**src/inc/src_cfg.svh**
```systemverilog
// src_cfg.svh: offsets, byte values and timing counts of the host
// controller for the spi register command link; no logic here.
`ifndef SRC_CFG_SVH
`define SRC_CFG_SVH
// ==========================================================
// software register byte offsets
`define SRC_OFS_CMD    8'h00
`define SRC_OFS_CFG    8'h04
`define SRC_OFS_WDLO   8'h08
`define SRC_OFS_WDHI   8'h0c
`define SRC_OFS_RDLO   8'h10
`define SRC_OFS_RDHI   8'h14
`define SRC_OFS_STAT   8'h18
`define SRC_OFS_ELAP   8'h1c
// ==========================================================
// field positions
`define SRC_CMD_GO     31
`define SRC_CMD_OP_HI  15
`define SRC_CMD_OP_LO  14
`define SRC_CMD_LEN_HI 13
`define SRC_CMD_LEN_LO 12
`define SRC_ST_BUSY    0
`define SRC_ST_DONE    1
`define SRC_ST_CRC     2
`define SRC_ST_ECHO    3
`define SRC_ST_SYNC    4
`define SRC_CFG_RST    1'h1
// ==========================================================
// link byte values
`define SRC_ECHO1      8'hc1
`define SRC_ECHO2      8'hc2
`define SRC_ACK        8'h41
`define SRC_NAK        8'h4e
`define SRC_DUMMY      8'h00
`define SRC_POLY       8'h31
`define SRC_CRC_INIT   8'h00
`define SRC_OP_WRITE   2'h2
// ==========================================================
// timing
`define SRC_CLK_KHZ    50000
`define SRC_TMO_MS     360
`define SRC_TMO_CYC    (`SRC_TMO_MS * `SRC_CLK_KHZ + 1)
`define SRC_GAP_CYC    400
`define SRC_HALF_CYC   4
`define SRC_NAK_MAX    255
`endif

```
**src/inc/src_pkg.sv**
```systemverilog
// src_pkg: types of the spi register command host controller.
// assumes src_cfg.svh supplies every number.
package src_pkg;
   typedef enum logic [1:0] {
      ST_IDLE,
      ST_GAP,
      ST_SHIFT,
      ST_RECOVER
   } src_state_type;
   typedef enum logic [2:0] {
      PH_HDR1,
      PH_HDR2,
      PH_WDATA,
      PH_WCRC,
      PH_SYNC,
      PH_RDATA,
      PH_RCRC
   } src_phase_type;
endpackage

```
**src/verilog/src_host.sv**
```systemverilog
// src_host: spi master that runs register commands on the metering
// front-end; software drives it through a small register port.
// assumes mode 0 spi, one slave, miso asynchronous to core_clk_i.
`timescale 1ns/1ps
`include "src_cfg.svh"

module src_host #(
   parameter int HALF_CYC = `SRC_HALF_CYC,
   parameter int GAP_CYC  = `SRC_GAP_CYC,
   parameter int NAK_MAX  = `SRC_NAK_MAX,
   parameter int TMO_CYC  = `SRC_TMO_CYC
) (
   input  wire logic        core_clk_i, // 50 MHz clock
   input  wire logic        rst_b_i,    // sync reset, low
   input  wire logic [7:0]  addr_i,     // register byte address
   input  wire logic [31:0] wdata_i,    // register write data
   input  wire logic        wr_i,       // write strobe
   input  wire logic        rd_i,       // read strobe
   output logic      [31:0] rdata_o,    // read data, next cycle
   output logic             sclk_o,     // spi clock
   output logic             mosi_o,     // spi data out
   output logic             ssel_b_o,   // spi select, low
   input  wire logic        miso_i      // spi data in
);
   // ==========================================================
   // helpers
   function automatic logic [7:0] crc8(input logic [7:0] c,
                                       input logic [7:0] d);
      logic [7:0] r;
      r = c;
      for (int i = 7; i >= 0; i--) begin
         if (r[7] ^ d[i]) begin
            r = {r[6:0], 1'b0} ^ `SRC_POLY;
         end else begin
            r = {r[6:0], 1'b0};
         end
      end
      return r;
   endfunction

   function automatic logic last_idx(input logic [3:0] idx,
                                     input logic [1:0] len);
      return idx == (4'((1 << len)) - 4'h1);
   endfunction

   // ==========================================================
   // miso synchroniser
   logic miso_m;
   logic miso_s;
   always_ff @(posedge core_clk_i) begin
      if (!rst_b_i) begin
         miso_m <= 1'b0;
         miso_s <= 1'b0;
      end else begin
         miso_m <= miso_i;
         miso_s <= miso_m;
      end
   end

   // ==========================================================
   // software registers
   logic [15:0] cmd;
   logic [63:0] wdat;
   logic        crc_en;
   logic        f_done;
   logic        f_crc;
   logic        f_echo;
   logic        f_sync;
   logic [31:0] elap;
   logic        go;
   logic [15:0] next_cmd;
   logic [63:0] next_wdat;
   logic        next_crc_en;
   logic        next_f_done;
   logic        next_f_crc;
   logic        next_f_echo;
   logic        next_f_sync;
   logic [31:0] next_elap;
   logic        next_go;
   logic [31:0] next_rdata;
   // engine state
   src_pkg::src_state_type st;
   src_pkg::src_state_type next_st;
   src_pkg::src_phase_type ph;
   src_pkg::src_phase_type next_ph;
   logic [31:0] cnt;
   logic [31:0] next_cnt;
   logic [2:0]  bitn;
   logic [2:0]  next_bitn;
   logic [7:0]  tx;
   logic [7:0]  next_tx;
   logic [7:0]  rx;
   logic [7:0]  next_rx;
   logic [7:0]  crc;
   logic [7:0]  next_crc;
   logic [3:0]  idx;
   logic [3:0]  next_idx;
   logic [7:0]  naks;
   logic [7:0]  next_naks;
   logic [63:0] rdat;
   logic [63:0] next_rdat;
   logic        next_sclk;
   logic        next_mosi;
   logic        next_ssel_b;
   logic        e_done;
   logic        e_crc;
   logic        e_echo;
   logic        e_sync;
   logic        busy;

   assign busy = (st != src_pkg::ST_IDLE) || go;

   always_comb begin
      next_cmd    = cmd;
      next_wdat   = wdat;
      next_crc_en = crc_en;
      next_go     = 1'b0;
      // hardware sets win over a software clear in the same cycle
      next_f_done = f_done | e_done;
      next_f_crc  = f_crc | e_crc;
      next_f_echo = f_echo | e_echo;
      next_f_sync = f_sync | e_sync;
      next_elap   = elap + 32'h1;
      next_rdata  = 32'h0;
      if (wr_i) begin
         case (addr_i)
            `SRC_OFS_CMD: begin
               // refused while busy, so one command at a time
               if (!busy && !wdata_i[`SRC_CMD_OP_LO]) begin
                  next_cmd = wdata_i[15:0];
                  next_go  = wdata_i[`SRC_CMD_GO];
               end
            end
            `SRC_OFS_CFG: next_crc_en = wdata_i[0];
            `SRC_OFS_WDLO: if (!busy) next_wdat[31:0] = wdata_i;
            `SRC_OFS_WDHI: if (!busy) next_wdat[63:32] = wdata_i;
            `SRC_OFS_STAT: begin
               if (wdata_i[`SRC_ST_DONE]) next_f_done = e_done;
               if (wdata_i[`SRC_ST_CRC]) next_f_crc = e_crc;
               if (wdata_i[`SRC_ST_ECHO]) next_f_echo = e_echo;
               if (wdata_i[`SRC_ST_SYNC]) next_f_sync = e_sync;
            end
            // restart the window timer on any software write to SRC_OFS_ELAP
            `SRC_OFS_ELAP: next_elap = 32'h0;
            default: ;
         endcase
      end
      if (rd_i) begin
         case (addr_i)
            `SRC_OFS_CMD:  next_rdata = {16'h0, cmd};
            `SRC_OFS_CFG:  next_rdata = {31'h0, crc_en};
            `SRC_OFS_WDLO: next_rdata = wdat[31:0];
            `SRC_OFS_WDHI: next_rdata = wdat[63:32];
            `SRC_OFS_RDLO: next_rdata = rdat[31:0];
            `SRC_OFS_RDHI: next_rdata = rdat[63:32];
            `SRC_OFS_STAT: next_rdata = {27'h0, f_sync, f_echo,
                                         f_crc, f_done, busy};
            `SRC_OFS_ELAP: next_rdata = elap;
            default:       next_rdata = 32'h0;
         endcase
      end
   end

   always_ff @(posedge core_clk_i) begin
      if (!rst_b_i) begin
         cmd     <= 16'h0;
         wdat    <= 64'h0;
         crc_en  <= `SRC_CFG_RST; // crc on by default
         f_done  <= 1'b0;
         f_crc   <= 1'b0;
         f_echo  <= 1'b0;
         f_sync  <= 1'b0;
         elap    <= 32'h0;
         go      <= 1'b0;
         rdata_o <= 32'h0;
      end else begin
         cmd     <= next_cmd;
         wdat    <= next_wdat;
         crc_en  <= next_crc_en;
         f_done  <= next_f_done;
         f_crc   <= next_f_crc;
         f_echo  <= next_f_echo;
         f_sync  <= next_f_sync;
         elap    <= next_elap;
         go      <= next_go;
         rdata_o <= next_rdata;
      end
   end

   // ==========================================================
   // link engine
   logic       is_wr;
   logic [1:0] len;
   logic [7:0] c_up;
   assign is_wr = cmd[`SRC_CMD_OP_HI:`SRC_CMD_OP_LO] == `SRC_OP_WRITE;
   assign len   = cmd[`SRC_CMD_LEN_HI:`SRC_CMD_LEN_LO];
   assign c_up  = crc8(crc, tx);

   always_comb begin
      next_st     = st;
      next_ph     = ph;
      next_cnt    = cnt;
      next_bitn   = bitn;
      next_tx     = tx;
      next_rx     = rx;
      next_crc    = crc;
      next_idx    = idx;
      next_naks   = naks;
      next_rdat   = rdat;
      next_sclk   = sclk_o;
      next_ssel_b = ssel_b_o;
      e_done      = 1'b0;
      e_crc       = 1'b0;
      e_echo      = 1'b0;
      e_sync      = 1'b0;
      case (st)
         src_pkg::ST_IDLE: begin
            if (go) begin
               next_st     = src_pkg::ST_GAP;
               next_ph     = src_pkg::PH_HDR1;
               next_tx     = cmd[15:8];
               next_crc    = `SRC_CRC_INIT;
               next_idx    = 4'h0;
               next_naks   = 8'h0;
               next_cnt    = 32'h0;
               next_ssel_b = 1'b0;
            end
         end
         src_pkg::ST_GAP: begin
            next_cnt = cnt + 32'h1;
            if (cnt >= 32'(GAP_CYC - 1)) begin
               next_st   = src_pkg::ST_SHIFT;
               next_cnt  = 32'h0;
               next_bitn = 3'h0;
            end
         end
         src_pkg::ST_SHIFT: begin
            next_cnt = cnt + 32'h1;
            if (cnt >= 32'(HALF_CYC - 1)) begin
               next_cnt = 32'h0;
               if (!sclk_o) begin
                  next_sclk = 1'b1;
                  next_rx   = {rx[6:0], miso_s};
               end else begin
                  next_sclk = 1'b0;
                  next_bitn = bitn + 3'h1;
                  if (bitn == 3'h7) begin
                     next_st = src_pkg::ST_GAP;
                     next_tx = `SRC_DUMMY;
                     case (ph)
                        src_pkg::PH_HDR1: begin
                           if (rx != `SRC_ECHO1) e_echo = 1'b1;
                           next_crc = c_up;
                           next_ph  = src_pkg::PH_HDR2;
                           next_tx  = cmd[7:0];
                        end
                        src_pkg::PH_HDR2: begin
                           if (rx != `SRC_ECHO2) e_echo = 1'b1;
                           next_crc = c_up;
                           if (is_wr) begin
                              next_ph = src_pkg::PH_WDATA;
                              next_tx = wdat[7:0];
                           end else begin
                              next_ph = src_pkg::PH_SYNC;
                           end
                        end
                        src_pkg::PH_WDATA: begin
                           if (rx != `SRC_ACK) e_echo = 1'b1;
                           next_crc = c_up;
                           next_idx = idx + 4'h1;
                           next_tx  = wdat[8*next_idx +: 8]; // lsb first
                           if (last_idx(idx, len)) begin
                              if (crc_en) begin
                                 next_ph = src_pkg::PH_WCRC;
                                 next_tx = c_up;
                              end else begin
                                 next_ph = src_pkg::PH_SYNC;
                                 next_tx = `SRC_DUMMY;
                              end
                           end
                        end
                        src_pkg::PH_WCRC: begin
                           if (rx != `SRC_ACK) e_echo = 1'b1;
                           next_ph = src_pkg::PH_SYNC;
                        end
                        src_pkg::PH_SYNC: begin
                           // a stream of up to NAK_MAX naks is normal; anything else is lost
                           // sync and only the slave timeout clears it
                           if (rx == `SRC_ACK) begin
                              next_idx = 4'h0;
                              if (is_wr) begin
                                 next_st     = src_pkg::ST_IDLE;
                                 next_ssel_b = 1'b1;
                                 e_done      = 1'b1;
                              end else begin
                                 next_ph = src_pkg::PH_RDATA;
                              end
                           end else if (rx == `SRC_NAK &&
                                        naks < 8'(NAK_MAX)) begin
                              next_naks = naks + 8'h1;
                           end else begin
                              next_st     = src_pkg::ST_RECOVER;
                              next_ssel_b = 1'b1;
                              next_cnt    = 32'h0;
                              e_sync      = 1'b1;
                           end
                        end
                        src_pkg::PH_RDATA: begin
                           next_rdat[8*idx +: 8] = rx;
                           next_crc = crc8(crc, rx);
                           next_idx = idx + 4'h1;
                           if (last_idx(idx, len)) begin
                              if (crc_en) begin
                                 next_ph = src_pkg::PH_RCRC;
                              end else begin
                                 next_st     = src_pkg::ST_IDLE;
                                 next_ssel_b = 1'b1;
                                 e_done      = 1'b1;
                              end
                           end
                        end
                        src_pkg::PH_RCRC: begin
                           if (rx != crc) e_crc = 1'b1;
                           next_st     = src_pkg::ST_IDLE;
                           next_ssel_b = 1'b1;
                           e_done      = 1'b1;
                        end
                        default: next_st = src_pkg::ST_IDLE;
                     endcase
                  end
               end
            end
         end
         src_pkg::ST_RECOVER: begin
            // outlast the slave timeout before a fresh header
            next_cnt = cnt + 32'h1;
            if (cnt >= 32'(TMO_CYC - 1)) begin
               next_st = src_pkg::ST_IDLE;
            end
         end
         default: next_st = src_pkg::ST_IDLE;
      endcase
      next_mosi = next_tx[3'h7 - next_bitn];
   end

   always_ff @(posedge core_clk_i) begin
      if (!rst_b_i) begin
         st       <= src_pkg::ST_IDLE;
         ph       <= src_pkg::PH_HDR1;
         cnt      <= 32'h0;
         bitn     <= 3'h0;
         tx       <= 8'h0;
         rx       <= 8'h0;
         crc      <= 8'h0;
         idx      <= 4'h0;
         naks     <= 8'h0;
         rdat     <= 64'h0;
         sclk_o   <= 1'b0;
         mosi_o   <= 1'b0;
         ssel_b_o <= 1'b1;
      end else begin
         st       <= next_st;
         ph       <= next_ph;
         cnt      <= next_cnt;
         bitn     <= next_bitn;
         tx       <= next_tx;
         rx       <= next_rx;
         crc      <= next_crc;
         idx      <= next_idx;
         naks     <= next_naks;
         rdat     <= next_rdat;
         sclk_o   <= next_sclk;
         mosi_o   <= next_mosi;
         ssel_b_o <= next_ssel_b;
      end
   end
endmodule // src_host

```
**config.mk**
```make
export PLATFORM = sky130hd
export DESIGN_NAME = src_host
export DESIGN_NICKNAME = d
export VERILOG_FILES = /design/src/inc/src_pkg.sv /design/src/verilog/src_host.sv
export VERILOG_INCLUDE_DIRS = /design/src /design/src/inc
export SDC_FILE = /design/constraint.sdc
export NUM_CORES = 1
export LEC_CHECK = 0
export ABC_CLOCK_PERIOD_IN_PS = 4620
export BUFFER_PORTS_ARGS = -buffer_cell sky130_fd_sc_hd__buf_4
export CORE_ASPECT_RATIO = 0.75
export CORE_MARGIN = 3
export CORE_UTILIZATION = 60
export CTS_BUF_LIST = sky130_fd_sc_hd__clkbuf_8
export DETAILED_ROUTE_END_ITERATION = 6
export PLACE_DENSITY = 0.82
export SYNTH_ARGS = -nofsm -noshare
export SYNTH_HDL_FRONTEND = slang
export SYNTH_SLANG_ARGS = --single-unit
export TNS_END_PERCENT = 10
```
**constraint.sdc**
```tcl
create_clock -name core_clk_i -period 4.62 [get_ports core_clk_i]
set_clock_uncertainty 0.1 [all_clocks]
set_input_delay 0.231 -clock core_clk_i [delete_from_list [all_inputs] [get_ports core_clk_i]]
set_output_delay 0.231 -clock core_clk_i [all_outputs]
set_load 0.03 [all_outputs]
```
==> impl_metrics.yaml, run 1 <==
timing:
  drv_slew: 0
  fmax_ghz: 0.272
  tightest_slew_ns: 1.22
  final.min_clock_period_ns: 3.68
  finalSetupTns_ns: 0
  rsz0062_at_grt: "no"
  hold_viol: 0
  finalCritPeriodShare_pct: 79.6
  setup_viol: 0
  slew_headroom_pct: 18.6
finish:
  fin_nets: 1893
  syn_to_final_growth_pct: 14.5
  fin_cells: 2164
  n_antenna_cell: 0
  drive_above_1_share_pct: 12.2
  nFillCells: 1839
placed_design:
  gp_congestion: 1.00
  dp_cells: 2046
  place_hpwl_um: 33900
  port_buffers: 79
pwr:
  clkPwrFrac_pct: 44.7
  power.leakage_nw: 5.84
  max-vdd-ir-drop_v: 0.000374
  p_total_mw: 5.53
  p_int_mw: 4.11
  powerDensity_nw_per_um2: 333
  power_frac_comb_pct: 8.4
  switching_power_mw: 1.42
  seqPwrFrac_pct: 46.9
  p_sw_share_pct: 25.6
synthesis:
  yosysMostFrequentCell: "nand2_1"
  synthArstFlopShare_pct: 0
  yosys.area.top_type: "dfxtp_1"
  synthTopCellsByArea: "dfxtp_1 (41%), nand2_1 (7.8%), a21oi_1 (6.4%)"
  synthDistinctLibCells: 87
  seq_area_frac_synth_pct: 40.7
  syn_avg_cell_area_um2: 8.23
  synth_area_um2: 14500
  synth_warnings: 0
  synth_common_cells: "nand2_1 (303), dfxtp_1 (295), a21oi_1 (185)"
  synth-seq-cells: 295
  syn-num-nets: 1821
  yosysTopAreaCellShare_pct: 40.7
  synth-main-ff-cell: "dfxtp_1"
  synth_edf_count: 0
  synth_cells: 1761
cts:
  root_buffer: "clkbuf_8"
  h-tree-depth: 2
  cts_buffers: 47
  clkTransAtPathRegs_ns: 0.07
  cts_buffer_depth: 3
  cts_tree: "yes"
  clk_latency_ns: 0.58
  clkSinkCount: 295
floorplan:
  core_um2: 23400
  die_h_um: 141
  die-width_um: 186
  die_area_um2: 26100
  row_count: 48
  initial_core_util_pct: 62.1
  io_pins: 80
critical_path:
  r2r_start: "idx[1]"
  rrSetupSlack_ns: 0.94
  cp-startpoint: "idx[1]"
  r2r_end: "mosi_o"
  end_kind: "flop"
  worst_r2r_path_depth: 9
  arrival_ns: 3.98
  start_kind: "flop"
  crit_fanout: 15
  worst-setup-path-type: "flop to flop"
  worstPathRequired_ns: 4.92
global_routing:
  grt_antenna_before_repair: 2
  grt_max_degree: 131
  grt_pass1_wl_um: 73300
  grt_pass1_vias: 12938
  grt_usage_pct: 35.9
  overflow: 0
worst_hold_path:
  hold_depth: 3
  hold-path-endpoint: "rdata_o[27]"
  hp-class: "input pin to flop"
  worstHoldStart: "rd_i"
detailed_routing:
  vias: 14122
  drt_first_iter_violations: 1942
  drc: 0
  wirelength_um: 47900
  first_pass_iters: 6
  wl_per_cell_um: 22.1
  ant_nets: 0
  routed_via_density: 6.53
run_status:
  status: "finished clean"
run:
  cap_violations: 0
metal layers:
| layer | part of all wire (%) | GRT usage, % | wire length, µm |
|---|---|---|---|
| met1 | 41 | 52.2 | 19600 |
| met2 | 40 | 48.8 | 19100 |
| met3 | 16 | 14.3 | 7600 |
| met4 | 2.9 | 10.2 | 1400 |
| met5 | 0.28 | 3.05 | 133 |
sequential cells by signal, summed over array words and instances (netlist names), 2 cells and up:
| register | cells |
|---|---|
| wdat | 64 |
| naks | 8 |
| tx | 8 |
| rdata_o | 32 |
| crc | 8 |
| idx | 4 |
| bitn | 3 |
| cnt | 32 |
| cmd | 16 |
| rx | 8 |
| rdat | 64 |
| st | 2 |
| elap | 32 |
| ph | 3 |
metrics by stage:
stage | hold slack (ns) | util [%] | setup WS, ns | area (µm²)
finish | 0.0620 | 71.1 | 0.944 | 16600
global route | 0.0998 | 71.1 | 0.805 | 16600
floorplan | 0.256 | - | 1.00 | 14500
CTS | 0.0327 | 71.1 | 1.01 | 16600
detailed placement | 0.323 | 65.0 | 1.02 | 15200
global placement | 0.318 | 65.0 | 1.15 | 15200
final cells by class:
class	instances	area, µm²	area share (%)
Tap cell	300	375	2.26
Clock buffer	61	840	5.06
Timing Repair Buffer	143	1170	7.04
Inverter	25	98.8	0.595
Clock inverter	19	190	1.15
Multi-Input combinational cell	1321	8030	48.3
Sequential cell	295	5910	35.6
cell usage in the layout (no fill, tap or decap), drive strengths merged, types with 32 or more instances in the layout:
| cell type | Yosys | routed |
|---|---|---|
| xnor2 | 43 | 43 |
| a31oi | 34 | 34 |
| a22oi | 81 | 81 |
| nand2 | 303 | 303 |
| o21ai | 44 | 44 |
| dlygate4sd3 | 0 | 38 |
| xor2 | 32 | 32 |
| a21oi | 185 | 185 |
| mux2i | 49 | 49 |
| and3 | 32 | 32 |
| nand3 | 77 | 77 |
| nor2 | 153 | 153 |
| buf | 18 | 105 |
| dfxtp | 295 | 295 |
| inv | 24 | 34 |
| clkbuf | 102 | 61 |
| nor3 | 32 | 32 |
critical path, stage by stage, from the launching register on:
cell and delay (ns):
dfxtp_1 0.53, inv_1 0.11, ha_1 0.81, mux4_2 0.59, mux2i_1 0.26, o21ai_0 0.27, a211oi_1 0.36, a211o_1 0.17
a2bb2oi_1 0.18, a41oi_1 0.12
logic make-up after synthesis:
logic type | after synthesis | share of synthesized area [%]
compound gates | 420 | 18.4
xor+xnor | 78 | 5.07
fa+ha+maj | 15 | 1.29
buf+inv | 145 | 4.02
flops | 295 | 40.7
mux | 74 | 6.64
simple gates | 734 | 23.9
how the worst max path moves through the flow:
| stage | slack (ns) | endpoint |
|---|---|---|
| global placement | 1.15 | mosi_o |
| floorplan | 1.00 | mosi_o |
| global route | 0.81 | mosi_o |
| detailed placement | 1.02 | mosi_o |
| CTS | 1.01 | mosi_o |
| finish | 0.94 | mosi_o |
repair_timing:
action | 4_1_cts | 5_1_grt
hold endpoints to repair | 90 | 0
hold buffers | 38 | 0
resized for setup | 0 | 0
setup buffers | 0 | 0
setup endpoints to repair | 0 | 0
power groups by stage:
| stage | registers [mW] | clock network, mW | logic [mW] |
|---|---|---|---|
| 3_3_place_gp | 2.64 | 0 | 0.419 |
| 4_1_cts | 2.59 | 2.47 | 0.452 |
| 2_1_floorplan | 2.63 | 0 | 0.288 |
| 3_5_place_dp | 2.65 | 0 | 0.424 |
| 6_report | 2.59 | 2.47 | 0.467 |
| 5_1_grt | 2.59 | 2.60 | 0.500 |
Note: power is estimated with default switching activity, not from simulation.
==> run 2: changes to the inputs <==
--- a/config.mk
+++ b/config.mk
@@ -6,11 +6,12 @@
 export SDC_FILE = /design/constraint.sdc
 export NUM_CORES = 1
 export LEC_CHECK = 0
-export ABC_CLOCK_PERIOD_IN_PS = 4620
+export ABC_AREA = 1
+export ABC_CLOCK_PERIOD_IN_PS = 3100
 export BUFFER_PORTS_ARGS = -buffer_cell sky130_fd_sc_hd__buf_4
 export CORE_ASPECT_RATIO = 0.75
 export CORE_MARGIN = 3
-export CORE_UTILIZATION = 60
+export CORE_UTILIZATION = 58
 export CTS_BUF_LIST = sky130_fd_sc_hd__clkbuf_8
 export DETAILED_ROUTE_END_ITERATION = 6
 export PLACE_DENSITY = 0.82
==> constraint.sdc (replaced) <==
create_clock -name core_clk_i -period 3.1 [get_ports core_clk_i]
set_clock_uncertainty 0.1 [all_clocks]
set_input_delay 0.155 -clock core_clk_i [delete_from_list [all_inputs] [get_ports core_clk_i]]
set_output_delay 0.155 -clock core_clk_i [all_outputs]
set_load 0.03 [all_outputs]
==> impl_metrics.yaml, run 2 <==
synthesis:
  synthTopCellsByArea: "dfxtp_1 (39%), nand2_1 (9.8%), a21oi_1 (8.1%)"
  synth_cells: 2191
  synth_fa_ha_area_share_pct: 1.23
  seq_area_frac_synth_pct: 38.8
  synth_edf_count: 0
  synthDistinctLibCells: 56
  yosysTopAreaCellShare_pct: 38.8
  synth_common_cells: "nand2_1 (398), dfxtp_1 (295), a21oi_1 (247), inv_1 (247), nor2_1 (203)"
  yosysMostFrequentCell: "nand2_1"
  synth_area_um2: 15200
  synth-seq-cells: 295
  yosys.area_share.simple_pct: 26.1
  syn-num-nets: 2251
  muxShareOfSynthArea_pct: 0
  synthXorXnorAreaFrac_pct: 2.23
  synth_top_family_by_area: "simple AND/OR/NAND/NOR gates"
  yosys.area.top_type: "dfxtp_1"
  synth_compound_area_share_pct: 22.2
  synth-main-ff-cell: "dfxtp_1"
  synth_warnings: 0
  synthArstFlopShare_pct: 0
  syn_avg_cell_area_um2: 6.95
finish:
  fin_nets: 2360
  drive_above_1_share_pct: 12.2
  syn_to_final_growth_pct: 14.9
  n_antenna_cell: 0
  final_common_cell: "nand2_1"
  final_cell_mix: "nand2_1 (398), dfxtp_1 (295), inv_1 (259)"
  reg_top3: "rdat: 64 flops, wdat: 64 flops"
cts:
  root_buffer: "clkbuf_8"
  cts_buffer_depth: 3
  cts_tree: "yes"
  clkTransAtPathRegs_ns: 0.07
  clkSinkCount: 295
  cts_buffers: 45
  postCtsSetupRepairBufs: 0
  clk_latency_ns: 0.59
  h-tree-depth: 2
pwr:
  power.leakage_nw: 6.78
  max-vdd-ir-drop_v: 0.000430
  p_total_mw: 10.5
  powerDensity_nw_per_um2: 601
detailed_routing:
  drc: 0
  wirelength_um: 51200
  routed_via_density: 6.02
  first_pass_iters: 6
  vias: 16102
  drt_first_iter_violations: 1840
  ant_nets: 0
  wl_per_cell_um: 19.1
global_routing:
  overflow: 0
  grt_pass1_wl_um: 78500
  grt_max_degree: 85
  grt_usage_pct: 35.0
  grt_antenna_before_repair: 2
  grt_pass1_vias: 14483
timing:
  finalSetupTns_ns: 0
  hold_viol: 0
  final.min_clock_period_ns: 2.79
  drv_slew: 0
  tightest_slew_ns: 0.871
  hold-worst-slack_ns: 0.0856
  setup_viol: 0
  finalCritPeriodShare_pct: 90.0
  fmax_ghz: 0.358
  rsz0062_at_grt: "no"
  slew_headroom_pct: 41.9
floorplan:
  row_count: 50
  core_um2: 25400
  die_area_um2: 28300
  initial_core_util_pct: 60.0
  die-width_um: 193
  die_h_um: 146
  io_pins: 80
placed_design:
  gp_congestion: 0.981
  port_buffers: 79
  place_hpwl_um: 37100
critical_path:
  start_kind: "flop"
  worstPathRequired_ns: 3.49
  worst-setup-path-type: "flop to flop"
  end_kind: "flop"
  crit_fanout: 32
  arrival_ns: 3.18
run:
  cap_violations: 0
run_status:
  status: "finished clean"
worst_hold_path:
  hp-class: "input pin to flop"
-- run 2: cell types whose count changed after synthesis, moves of 26 or more --
cell      before  now
mux2i_1       49    0
a21oi_1      185  247
a221oi_1       5   31
o21ai_0       43  200
a22oi_1       80    8
nand2_1      303  398
xnor2_1       43   12
inv_1         23  247
nor2_1       153  203
clkbuf_1     102   69
nand3_1       76  121
nor3_1        29   60
and3_1        32    2
-- run 2: worst paths after layout --
check	to	cells after the start	from	slack, ns
setup / recovery	wdat[18]	11	st[1]	0.31
hold reg to reg	miso_s	2	miso_m	0.34
setup reg to reg	wdat[18]	11	st[1]	0.31
hold / removal	rdat[61]	3	rst_b_i	0.09
-- run 2: worst max-delay path, stage by stage, from the launching register on --
cell and delay (ns):
dfxtp_1 0.39, inv_1 0.10, ha_1 0.28, inv_1 0.19
nor2_2 0.06, inv_1 0.26, nor2_1 0.07, inv_1 0.17
nor2_2 0.07, inv_1 0.63, o21ai_0 0.20, a21oi_1 0.18
-- run 2: area by class of cell --
type                    instances  area (µm²)
clock buffers                  56         771
clock inverters                26         198
fillers                      2215        7900
inverters                     271        1020
multi-input cells            1530        7910
flip-flops and latches        295        5910
well taps                     338         423
repair buffers                157        1280
-- run 2: cell families after synthesis --
| logic type | count (synthesis) |
|---|---|
| AO/OA/AOI/OAI | 593 |
| XOR/XNOR | 38 |
| adder cells (fa/ha/maj) | 15 |
| buffers and inverters | 366 |
| flip-flops | 295 |
| AND/OR/NAND/NOR | 884 |
-- run 2: where the power goes --
group	internal, mW	switching [mW]
registers	3.87	0.113
logic	0.873	2.19
clock network	1.89	1.59
total	6.63	3.89
-- run 2: timing repair --
item,in CTS,in global routing
hold buffers,36,0
endpoints found under the hold margin,85,0
gates resized for setup,0,0
-- run 2: per-stage QoR --
step	std cells	area [µm²]	setup WS [ns]	utilization, %
3_3_place_gp	2555	16200	0.507	63.7
5_1_grt	2673	17500	0.0455	68.9
6_report	2673	17500	0.309	68.9
2_1_floorplan	2191	15200	0.137	-
3_5_place_dp	2555	16200	0.344	63.7
4_1_cts	2673	17500	0.325	68.9
-- run 2: layer usage --
layer | global-route usage [%] | part of all wire [%] | vias to the layer above | wire, µm
met5 | 0 | 0.045 | - | 23
met4 | 9.90 | 2.8 | 4 | 1420
met3 | 9.58 | 12 | 125 | 6380
met2 | 50.5 | 42 | 920 | 21500
met1 | 51.3 | 43 | 7454 | 21900
li1 | - | - | 7599 | -
==> run 3: changes to the inputs <==
--- a/config.mk
+++ b/config.mk
@@ -14,6 +14,7 @@
 export CORE_UTILIZATION = 58
 export CTS_BUF_LIST = sky130_fd_sc_hd__clkbuf_8
 export DETAILED_ROUTE_END_ITERATION = 6
+export MAX_ROUTING_LAYER = met4
 export PLACE_DENSITY = 0.82
 export SYNTH_ARGS = -nofsm -noshare
 export SYNTH_HDL_FRONTEND = slang
==> impl_metrics.yaml, run 3 (synthesis results as in run 2) <==
pwr:
  clkPwrFrac_pct: 32.6
  max-vdd-ir-drop_v: 0.000391
  power_frac_comb_pct: 29.3
  seqPwrFrac_pct: 38.1
  powerDensity_nw_per_um2: 598
  p_int_mw: 6.58
  switching_power_mw: 3.89
  p_sw_share_pct: 37.1
  power.leakage_nw: 6.77
cts:
  cts_buffer_depth: 3
  clkSinkCount: 295
  postCtsSetupRepairBufs: 0
  clk_latency_ns: 0.59
  root_buffer: "clkbuf_8"
  cts_buffers: 44
  h-tree-depth: 2
  clkTransAtPathRegs_ns: 0.07
  cts_tree: "yes"
timing:
  hold-worst-slack_ns: 0.123
  drv_slew: 0
  slew_headroom_pct: 35.0
  rsz0062_at_grt: "no"
  setup_viol: 0
  hold_viol: 0
  final.min_clock_period_ns: 2.85
  tightest_slew_ns: 0.976
  finalSetupTns_ns: 0
  finalCritPeriodShare_pct: 91.9
  fmax_ghz: 0.351
critical_path:
  arrival_ns: 3.10
  worstPathRequired_ns: 3.35
  end_kind: "flop"
  start_kind: "flop"
  crit_fanout: 31
  worst-setup-path-type: "flop to flop"
global_routing:
  grt_max_degree: 70
  grt_antenna_before_repair: 4
  grt_pass1_vias: 14470
  overflow: 0
  grt_pass1_wl_um: 79100
  grt_usage_pct: 36.4
detailed_routing:
  routed_via_density: 6.06
  wl_per_cell_um: 19.3
  drc: 0
  drt_first_iter_violations: 2192
  first_pass_iters: 6
  ant_nets: 0
  wirelength_um: 51600
  vias: 16199
floorplan:
  die_h_um: 146
  core_um2: 25400
  die_area_um2: 28300
  row_count: 50
  initial_core_util_pct: 60.0
  io_pins: 80
  die-width_um: 193
finish:
  nFillCells: 2169
  reg_top3: "rdat: 64 flops, wdat: 64 flops"
  final_common_cell: "nand2_1"
  drive_above_1_share_pct: 12.0
  syn_to_final_growth_pct: 14.9
  fin_nets: 2361
  final_cell_mix: "nand2_1 (398), dfxtp_1 (295), inv_1 (259)"
run:
  cap_violations: 0
run_status:
  status: "finished clean"
placed_design:
  port_buffers: 79
  gp_congestion: 0.990
  place_hpwl_um: 37300
worst_hold_path:
  hp-class: "input pin to flop"
run 3: what timing repair did:
action | 4_1_cts | 5_1_grt
endpoints found under the setup margin | 0 | 4
resized for setup | 0 | 2
hold buffers | 37 | 0
endpoints found under the hold margin | 108 | 0
run 3: final timing paths:
check | depth (start not counted) | from | slack, ns | endpoint
worst min register to register | 2 | rdat[4] | 0.35 | rdat[4]
worst max-delay path | 8 | st[0] | 0.25 | rdata_o[0]
worst max register to register | 8 | st[0] | 0.25 | rdata_o[0]
worst min-delay path | 4 | rd_i | 0.12 | rdata_o[16]
run 3: final cells by class:
cell class	instances	area [µm²]	area share [%]
antenna	3	7.51	0.0429
multi-input combinational	1530	7910	45.2
clock buffer	55	757	4.32
tap	338	423	2.42
inverter	271	1020	5.85
timing repair inverter	1	7.51	0.0429
clock inverter	21	170	0.972
timing repair buffer	158	1300	7.45
sequential	295	5910	33.7
run 3: power groups by stage:
stage	sequential, mW	combinational (mW)	clock (mW)
floorplan	4.03	2.09	0
global placement	4.06	2.90	0
detailed placement	4.06	2.92	0
CTS	3.98	2.98	3.42
global route	3.99	3.35	3.58
finish	3.98	3.07	3.41
run 3: worst max-delay path, cell delays in order (launching register included):
cell and delay [ns]:
dfxtp_1 0.33, inv_1 0.12, ha_1 0.33, inv_1 0.18, nor2_2 0.13, buf_4 0.35, nor2_1 0.12, a221oi_1 0.56
a41oi_1 0.39
run 3: per-layer routing:
metal  track usage, %  vias to the layer above  wire (µm)
met4             9.14                        0       1270
met1             52.2                     7559      22600
met3             8.83                      116       6220
met5                -                        -          0
li1                 -                     7605          -
met2             51.3                      919      21500
run 3: per-stage QoR:
stage / power, mW / setup slack, ns / cells / utilization (%) / instance area (µm²)
6_report: 10.5 / 0.252 / 2672 / 68.9 / 17500
5_1_grt: 10.9 / 0.00100 / 2672 / 68.9 / 17500
4_1_cts: 10.4 / 0.319 / 2668 / 68.8 / 17500
3_5_place_dp: 6.98 / 0.393 / 2555 / 63.7 / 16200
3_3_place_gp: 6.95 / 0.497 / 2555 / 63.7 / 16200
2_1_floorplan: 6.12 / 0.137 / 2191 / - / 15200
